[src/include/swc_pkg.sv]
// constants for the sleep and wake-up controller
package swc_pkg;

	// ==========================================================
	// clock and timing
	localparam int unsigned CLK_PERIOD_NS = 10;
	localparam int unsigned SLEEP_EXEC_CYCLES = 2;
	localparam int unsigned STAB_TIME_NS = 1000;
	localparam int unsigned STAB_CYCLES = (STAB_TIME_NS + CLK_PERIOD_NS - 1) / CLK_PERIOD_NS;
	localparam int unsigned CNT_W = 8;

	// ==========================================================
	// interrupt sources
	localparam int unsigned NUM_SRC = 16;
	localparam int unsigned CLKSW_SRC = 0;

	// ==========================================================
	// register bus
	localparam int unsigned ADDR_W = 4;
	localparam int unsigned DATA_W = 8;
	localparam logic [3:0] REG_CONTROL = 4'h0;
	localparam logic [3:0] REG_FLAGS = 4'h1;
	localparam logic [3:0] REG_EVENT = 4'h2;
	localparam logic [3:0] REG_MASK = 4'h3;
	localparam logic [3:0] REG_STATE = 4'h4;

	// field positions
	localparam int unsigned CTRL_PM_BIT = 0;
	localparam int unsigned FLAG_TO_BIT = 0;
	localparam int unsigned FLAG_PD_BIT = 1;
	localparam int unsigned EV_NOP_BIT = 0;
	localparam int unsigned EV_SLEEP_BIT = 1;
	localparam int unsigned EV_WAKE_BIT = 2;
	localparam int unsigned NUM_EV = 3;

	// reset values
	localparam logic [7:0] CONTROL_RST = 8'h00;
	localparam logic [2:0] MASK_RST = 3'h0;
	localparam logic TO_RST = 1'b1;
	localparam logic PD_RST = 1'b1;

	// ==========================================================
	// sequencer states
	typedef enum logic [3:0] {
		ST_RUN = 4'b0001,
		ST_EXEC = 4'b0010,
		ST_SLEEP = 4'b0100,
		ST_STAB = 4'b1000
	} swc_state_t;

endpackage

[src/design/swc_sleep_ctrl.sv]
// sleep entry, wake-up, watchdog clear and regulator mode control
// ==========================================================
// Functional notes
// with interrupts globally off, any enabled flagged source but clock-switch wakes
// source already pending at sleep instruction: instruction becomes a no-op
// on a no-op the watchdog counter and prescaler keep their values
// on a no-op time-out flag not set, power-down flag not cleared
// source arriving during or after the instruction: complete, then wake at once
// completed sleep clears watchdog counter and prescaler
// completed sleep sets time-out flag and clears power-down flag
// firmware reads power-down flag set as meaning the instruction was a no-op
// regulator and reference stay enabled throughout sleep in both modes
// power-mode bit set puts regulator and reference into low power while asleep
// default mode keeps regulator normal, so wake needs no extra delay
// waking from low-power sleep inserts a stabilisation delay before resuming
// wake with interrupts globally off resumes at next instruction, no vector
`timescale 1ns/100ps
module swc_sleep_ctrl (
	input wire logic core_clk,
	input wire logic rst,
	// core side
	input wire logic sleep_instr,
	input wire logic global_irq_enable,
	input wire logic [swc_pkg::NUM_SRC-1:0] irq_enable,
	input wire logic [swc_pkg::NUM_SRC-1:0] irq_flag,
	input wire logic wdt_timeout,
	output logic core_stall,
	output logic sleeping,
	output logic resume,
	output logic resume_vector,
	output logic sleep_nop,
	// watchdog
	output logic wdt_clear,
	output logic wdt_prescaler_clear,
	// regulator
	output logic regulator_enable,
	output logic regulator_low_power,
	// status flags
	output logic timeout_flag_n,
	output logic powerdown_flag_n,
	// register port
	input wire logic [swc_pkg::ADDR_W-1:0] reg_addr,
	input wire logic [swc_pkg::DATA_W-1:0] reg_wdata,
	input wire logic reg_write,
	input wire logic reg_read,
	output logic [swc_pkg::DATA_W-1:0] reg_rdata,
	output logic irq
);

	// ==========================================================
	// wake qualification
	logic pending;

	swc_wake_qual #(
		.N(swc_pkg::NUM_SRC),
		.EXCL(swc_pkg::CLKSW_SRC)
	) u_qual (
		.irq_enable(irq_enable),
		.irq_flag(irq_flag),
		.pending(pending)
	);

	// ==========================================================
	// registers written by software
	logic [swc_pkg::DATA_W-1:0] control;
	logic [swc_pkg::NUM_EV-1:0] ev_mask;
	logic regulator_power_mode;

	assign regulator_power_mode = control[swc_pkg::CTRL_PM_BIT];

	always_ff @(posedge core_clk or posedge rst) begin
		if (rst) begin
			control <= swc_pkg::CONTROL_RST;
		end else if (reg_write && reg_addr == swc_pkg::REG_CONTROL) begin
			control <= {7'h00, reg_wdata[swc_pkg::CTRL_PM_BIT]};
		end
	end

	always_ff @(posedge core_clk or posedge rst) begin
		if (rst) begin
			ev_mask <= swc_pkg::MASK_RST;
		end else if (reg_write && reg_addr == swc_pkg::REG_MASK) begin
			ev_mask <= reg_wdata[swc_pkg::NUM_EV-1:0];
		end
	end

	// ==========================================================
	// sleep sequencer
	swc_pkg::swc_state_t state;
	swc_pkg::swc_state_t next_state;
	logic [swc_pkg::CNT_W-1:0] cnt;
	logic [swc_pkg::CNT_W-1:0] next_cnt;
	logic wake_seen;
	logic lp_sleep;
	logic take_nop;
	logic complete;
	logic wake_now;

	localparam logic [swc_pkg::CNT_W-1:0] EXEC_LAST =
		swc_pkg::CNT_W'(swc_pkg::SLEEP_EXEC_CYCLES - 1);
	localparam logic [swc_pkg::CNT_W-1:0] STAB_LAST =
		swc_pkg::CNT_W'(swc_pkg::STAB_CYCLES - 1);

	// pending is sampled at the instruction itself; later arrivals let it finish
	assign take_nop = (state == swc_pkg::ST_RUN) && sleep_instr && pending;
	assign complete = (state == swc_pkg::ST_EXEC) && (cnt == EXEC_LAST);
	assign wake_now = (state == swc_pkg::ST_SLEEP) && pending;

	always_comb begin
		next_state = state;
		next_cnt = cnt;
		unique case (state)
			swc_pkg::ST_RUN: begin
				next_cnt = '0;
				if (sleep_instr && !pending) begin
					next_state = swc_pkg::ST_EXEC;
				end
			end
			swc_pkg::ST_EXEC: begin
				next_cnt = cnt + 1'b1;
				if (complete) begin
					next_cnt = '0;
					next_state = swc_pkg::ST_SLEEP;
				end
			end
			swc_pkg::ST_SLEEP: begin
				next_cnt = '0;
				if (pending || wake_seen) begin

					next_state = lp_sleep ? swc_pkg::ST_STAB : swc_pkg::ST_RUN;
				end
			end
			swc_pkg::ST_STAB: begin
				next_cnt = cnt + 1'b1;
				if (cnt == STAB_LAST) begin
					next_cnt = '0;
					next_state = swc_pkg::ST_RUN;
				end
			end
		endcase
	end

	always_ff @(posedge core_clk or posedge rst) begin
		if (rst) begin
			state <= swc_pkg::ST_RUN;
			cnt <= '0;
		end else begin
			state <= next_state;
			cnt <= next_cnt;
		end
	end

	// a source that fires mid-instruction may drop again; remember it
	always_ff @(posedge core_clk or posedge rst) begin
		if (rst) begin
			wake_seen <= 1'b0;
		end else if (state == swc_pkg::ST_EXEC) begin
			wake_seen <= wake_seen | pending;
		end else if (state == swc_pkg::ST_SLEEP) begin
			wake_seen <= 1'b0;
		end
	end

	// mode is frozen at sleep entry so a late write cannot skip the delay
	always_ff @(posedge core_clk or posedge rst) begin
		if (rst) begin
			lp_sleep <= 1'b0;
		end else if (complete) begin
			lp_sleep <= regulator_power_mode;
		end
	end

	// ==========================================================
	// core and watchdog outputs
	logic resume_go;

	assign resume_go = ((state == swc_pkg::ST_SLEEP) && (pending || wake_seen) && !lp_sleep)
		|| ((state == swc_pkg::ST_STAB) && (cnt == STAB_LAST));

	always_ff @(posedge core_clk or posedge rst) begin
		if (rst) begin
			resume <= 1'b0;
			resume_vector <= 1'b0;
			sleep_nop <= 1'b0;
			wdt_clear <= 1'b0;
			wdt_prescaler_clear <= 1'b0;
		end else begin
			resume <= resume_go;
			resume_vector <= resume_go && global_irq_enable;
			sleep_nop <= take_nop;
			wdt_clear <= complete;
			wdt_prescaler_clear <= complete;
		end
	end

	assign core_stall = (state != swc_pkg::ST_RUN);
	assign sleeping = (state == swc_pkg::ST_SLEEP);
	assign regulator_enable = 1'b1;
	assign regulator_low_power = sleeping && lp_sleep;

	// ==========================================================
	// time-out and power-down flags
	logic flags_wr;

	assign flags_wr = reg_write && reg_addr == swc_pkg::REG_FLAGS;

	// firmware may only set the flags; hardware events win over its write
	always_ff @(posedge core_clk or posedge rst) begin
		if (rst) begin
			timeout_flag_n <= swc_pkg::TO_RST;
		end else if (wdt_timeout) begin
			timeout_flag_n <= 1'b0;
		end else if (complete) begin
			timeout_flag_n <= 1'b1;
		end else if (flags_wr && reg_wdata[swc_pkg::FLAG_TO_BIT]) begin
			timeout_flag_n <= 1'b1;
		end
	end

	always_ff @(posedge core_clk or posedge rst) begin
		if (rst) begin
			powerdown_flag_n <= swc_pkg::PD_RST;
		end else if (complete) begin
			powerdown_flag_n <= 1'b0;
		end else if (flags_wr && reg_wdata[swc_pkg::FLAG_PD_BIT]) begin
			powerdown_flag_n <= 1'b1;
		end
	end

	// ==========================================================
	// event status, cleared by reading it
	logic [swc_pkg::NUM_EV-1:0] ev_status;
	logic [swc_pkg::NUM_EV-1:0] ev_set;
	logic ev_rd;

	assign ev_set = {resume_go, complete, take_nop};
	assign ev_rd = reg_read && reg_addr == swc_pkg::REG_EVENT;

	// a new event in the reading cycle survives the clear
	always_ff @(posedge core_clk or posedge rst) begin
		if (rst) begin
			ev_status <= '0;
		end else begin
			ev_status <= (ev_rd ? '0 : ev_status) | ev_set;
		end
	end

	assign irq = |(ev_status & ev_mask);

	// ==========================================================
	// read port
	logic [swc_pkg::DATA_W-1:0] next_rdata;

	always_comb begin
		next_rdata = '0;
		unique case (reg_addr)
			swc_pkg::REG_CONTROL: next_rdata = control;
			swc_pkg::REG_FLAGS: next_rdata = {6'h00, powerdown_flag_n, timeout_flag_n};
			swc_pkg::REG_EVENT: next_rdata = {5'h00, ev_status};
			swc_pkg::REG_MASK: next_rdata = {5'h00, ev_mask};
			swc_pkg::REG_STATE: next_rdata = {4'h0, state};
			default: next_rdata = '0;
		endcase
	end

	always_ff @(posedge core_clk or posedge rst) begin
		if (rst) begin
			reg_rdata <= '0;
		end else if (reg_read) begin
			reg_rdata <= next_rdata;
		end else begin
			reg_rdata <= '0;
		end
	end

endmodule

[src/design/swc_wake_qual.sv]
// qualifies interrupt sources that may wake the device
`timescale 1ns/100ps
module swc_wake_qual #(
	parameter int unsigned N = 16,
	parameter int unsigned EXCL = 0
) (
	input wire logic [N-1:0] irq_enable,
	input wire logic [N-1:0] irq_flag,
	output logic pending
);
	logic [N-1:0] qual;

	always_comb begin
		qual = irq_enable & irq_flag;
		// the clock-switch source never wakes
		qual[EXCL] = 1'b0;
		pending = |qual;
	end
endmodule

[config.mk]
export PLATFORM = sky130hd
export DESIGN_NAME = swc_sleep_ctrl
export DESIGN_NICKNAME = d
export VERILOG_FILES = /design/src/include/swc_pkg.sv /design/src/design/swc_sleep_ctrl.sv /design/src/design/swc_wake_qual.sv
export SDC_FILE = /design/constraint.sdc
export NUM_CORES = 1
export LEC_CHECK = 0
export ABC_AREA = 1
export ABC_CLOCK_PERIOD_IN_PS = 1400
export BUFFER_PORTS_ARGS = -buffer_cell sky130_fd_sc_hd__buf_2
export CAP_MARGIN = 20
export CELL_PAD_IN_SITES_DETAIL_PLACEMENT = 2
export CELL_PAD_IN_SITES_GLOBAL_PLACEMENT = 2
export CORE_AREA = 10 10 87 108
export DETAILED_ROUTE_END_ITERATION = 10
export DIE_AREA = 0 0 97 118
export PLACE_DENSITY = 0.86
export SYNTH_ARGS = -nofsm -noshare
export SYNTH_HDL_FRONTEND = slang
export SYNTH_SLANG_ARGS = --single-unit
[constraint.sdc]
create_clock -name core_clk -period 1.4 [get_ports core_clk]
set_input_delay 0.07 -clock core_clk [delete_from_list [all_inputs] [get_ports core_clk]]
set_output_delay 0.07 -clock core_clk [all_outputs]
set_load 0.03 [all_outputs]
==> metrics.txt <==
status finished with violations; failing checks setup timing; critical-path cell list inv_1 -> ha_2 -> nand3_2 -> nor2_4 -> nand2_4 -> a21oi_4 -> nor2_1; layout cells sized above 1 0.3823; first-pass detailed-route iteration total 4; ANT nets after route 0; Area growth syn-to-layout 41.85%; Pwr Density approximately 1700 mW/mm²; I/O pin count a little over 70; top cells by area, synth dfrtp_1, nand2_1, inv_1; xor and xnor area share after synthesis 0.01592; share of the synthesized area in the top cell type 0.4246; CP Capture Type flip-flop; routed vias/inst between 4 and 5; WP data required ~1.6 ns; worst-path fanout max 8; unique cell type count in the Yosys netlist 25; most common cell after layout, fill and taps aside buf_2; Synth Warn # 0; sw frac 0.4304; Setup violations, final 10; maximum clock rate a little under 700 MHz; area post-placement between 0.002 and 0.0025 mm²; period utilization 1.042; Crit Path Category flip-flop to flip-flop; vias approximately 1700; Post-synth EDFFs 0; RD Place Congestion approximately 0.79; max incr delay on CP 0.40 ns; RSZ-0062 raised after global routing true; clk sink count 31; mux contribution to synthesized area 0.01365; setup TNS -0.4237 ns; Die Ht around 120 µm; largest family of logic cells by synthesized area simple AND/OR/NAND/NOR gates; first-pass GRT wire length between 10000 and 15000 µm; worst skew pair latency about 0.28 ns; Total Wirelength between 6000 and 7000 µm; clock power share 0.181; Setup WS pre-CTS -0.1131 ns; number of antenna diodes 0; Rows 35; post-route cell area around 0.0023 mm²; initial antenna violation count 0; H-Tree Level Count 2; fin crit period 1.459 ns; P_sw roughly 1.8 mW; simple-gate share of the synthesized area 0.2980; max-slew violations 0; CTS buffer count 5; startpoint types flip-flop; Hold WC Path Type primary input to flip-flop; DRC viols 0; Seq/Total Area, Yosys 0.4723; final core occ 0.3201; Compound-Gate Fraction of Synth Area 0.06899; clk slew on worst S/H paths about 0.060 ns; Final #Nets 345; cell count after synthesis ~220; critical path's slowest cell dfrtp_1; Core ar. approximately 0.0073 mm²; crit path DAT about 1.6 ns; logic gate share of total power 0.478; Iteration-0 DRC Markers 23; leading area contributor after synthesis dfrtp_1; internal power approximately 2.3 mW; Leak Pwr 1.286 nW; HPWL Detailed 4713 µm; Mapped Avg Cell Area ~7.7 µm²; most frequent cells in the layout buf_2, nand2_1, inv_1, nor2_1, dfrtp_1; Worst IR Drop VDD around 0.63 mV; initial core utilization 0.2257; FF+latch count, synth 31; top_reg_cell synth dfrtp_1; IO buf count 58; vias in the first global route about 2100; largest net degree at the start of global routing 32; final setup skew 0.005081 ns; clock root cell clkbuf_8; Adder-Cell Fraction of Synth Area 0.01516; Setup WS post-layout -0.05939 ns; Global Route Usage Sum 0.1077; Max Cap Viol 0; fraction of registers with async set/reset 1.000; Bufs and invs on worst path 1; Max Root-Sink Buffers 2; total congestion overflow 0; chip width approximately 97 µm; CTS tree built; WL per Instance about 16 µm; Final Hold Viols 0; Die ar. between 0.01 and 0.015 mm²; Placed Instances between 300 and 400; Sequential Power Share 0.341; Largest delay share family, worst path simple AND/OR/NAND/NOR gates; synthesized area 0.001650 mm²; Final Non-Filler Cells ~390
==> cell type report <==
type	count	area, µm²
clock buffers	7	86.33
well taps	92	115.1
fillers	870	4972
multi-input cells	144	787.0
clock inverters	1	5.005
inverters	37	138.9
repair buffers	73	426.7
flip-flops and latches	31	782.0
==> registers in the layout, indices dropped and copies added, names as in the netlist <==
| register | flops |
|---|---|
| sleep_nop | 1 |
| wake_seen | 1 |
| wdt_prescaler_clear | 1 |
| resume_vector | 1 |
| powerdown_flag_n | 1 |
| cnt | 8 |
| reg_rdata | 4 |
| state | 4 |
| control | 1 |
| ev_status | 3 |
| resume | 1 |
| ev_mask | 3 |
| timeout_flag_n | 1 |
| lp_sleep | 1 |
==> synthesized netlist by cell type (2+ instances only) <==
cell type and number:
mux2_2 2, xnor2_1 2, nor3_1 3, nor2_1 33, inv_1 37, nand3_1 16, nand4_1 5, nand2_2 2
nor2_2 4, dfrtp_1 28, ha_1 2, o21ai_0 9, o22ai_1 2, dfstp_2 3, nand2_1 51, conb_1 2
buf_4 6
==> repair_timing <==
action / in CTS / in global routing
resized for setup: 16 / 20
setup endpoints to repair: 16 / 21
hold buffers: 2 / 0
endpoints found under the hold margin: 29 / 0
pin swaps: 13 / 3
setup buffers: 4 / 0
==> final timing paths <==
kind	startpoint	end	slack, ns	cells after the start
max	cnt[1]	cnt[6]	-0.06	7
min	reg_read	reg_rdata[2]	0.02	3
max reg2reg	cnt[1]	cnt[6]	-0.06	7
min reg2reg	lp_sleep	lp_sleep	0.52	2
max in group asynchronous	rst	powerdown_flag_n	0.65	4
min in group asynchronous	rst	reg_rdata[1]	0.42	4
==> worst min-delay path: cells and delay by family <==
kind | cells | cell delay (ns)
buf+inv | 2 | 0.14
simple gates | 1 | 0.06
==> power groups by stage <==
stage / Sequential [mW] / Clock [mW] / Combinational, mW
finish: 1.40 / 0.742 / 1.96
global route: 1.43 / 0.812 / 2.17
CTS: 1.36 / 0.774 / 1.79
detailed placement: 1.36 / 0 / 1.60
global placement: 1.35 / 0 / 1.52
floorplan: 1.42 / 0 / 0.951
==> metrics by stage <==
step | power (mW) | hold slack, ns
after floorplan | 2.370 | 0.1713
after detailed placement | 2.961 | 0.1905
after global routing | 4.420 | 0.03326
after CTS | 3.921 | 0.02165
after global placement | 2.874 | 0.1822
final | 4.093 | 0.02203
==> kinds of logic after synthesis <==
logic type | Yosys count
xor+xnor | 3
mux | 2
buf+inv | 43
simple gates | 115
other cells | 2
compound gates | 17
fa+ha+maj | 2
flops | 31
==> per-layer routing <==
metal	global-route usage	wire length [µm]	part of all wire	vias up
li1	-	-	-	806
met5	0	0	0	-
met2	0.2267	3857	0.62	34
met3	0.02173	167	0.027	12
met1	0.09407	2070	0.33	830
met4	0.03789	153	0.024	0
Power figures use the tool's default switching activity.
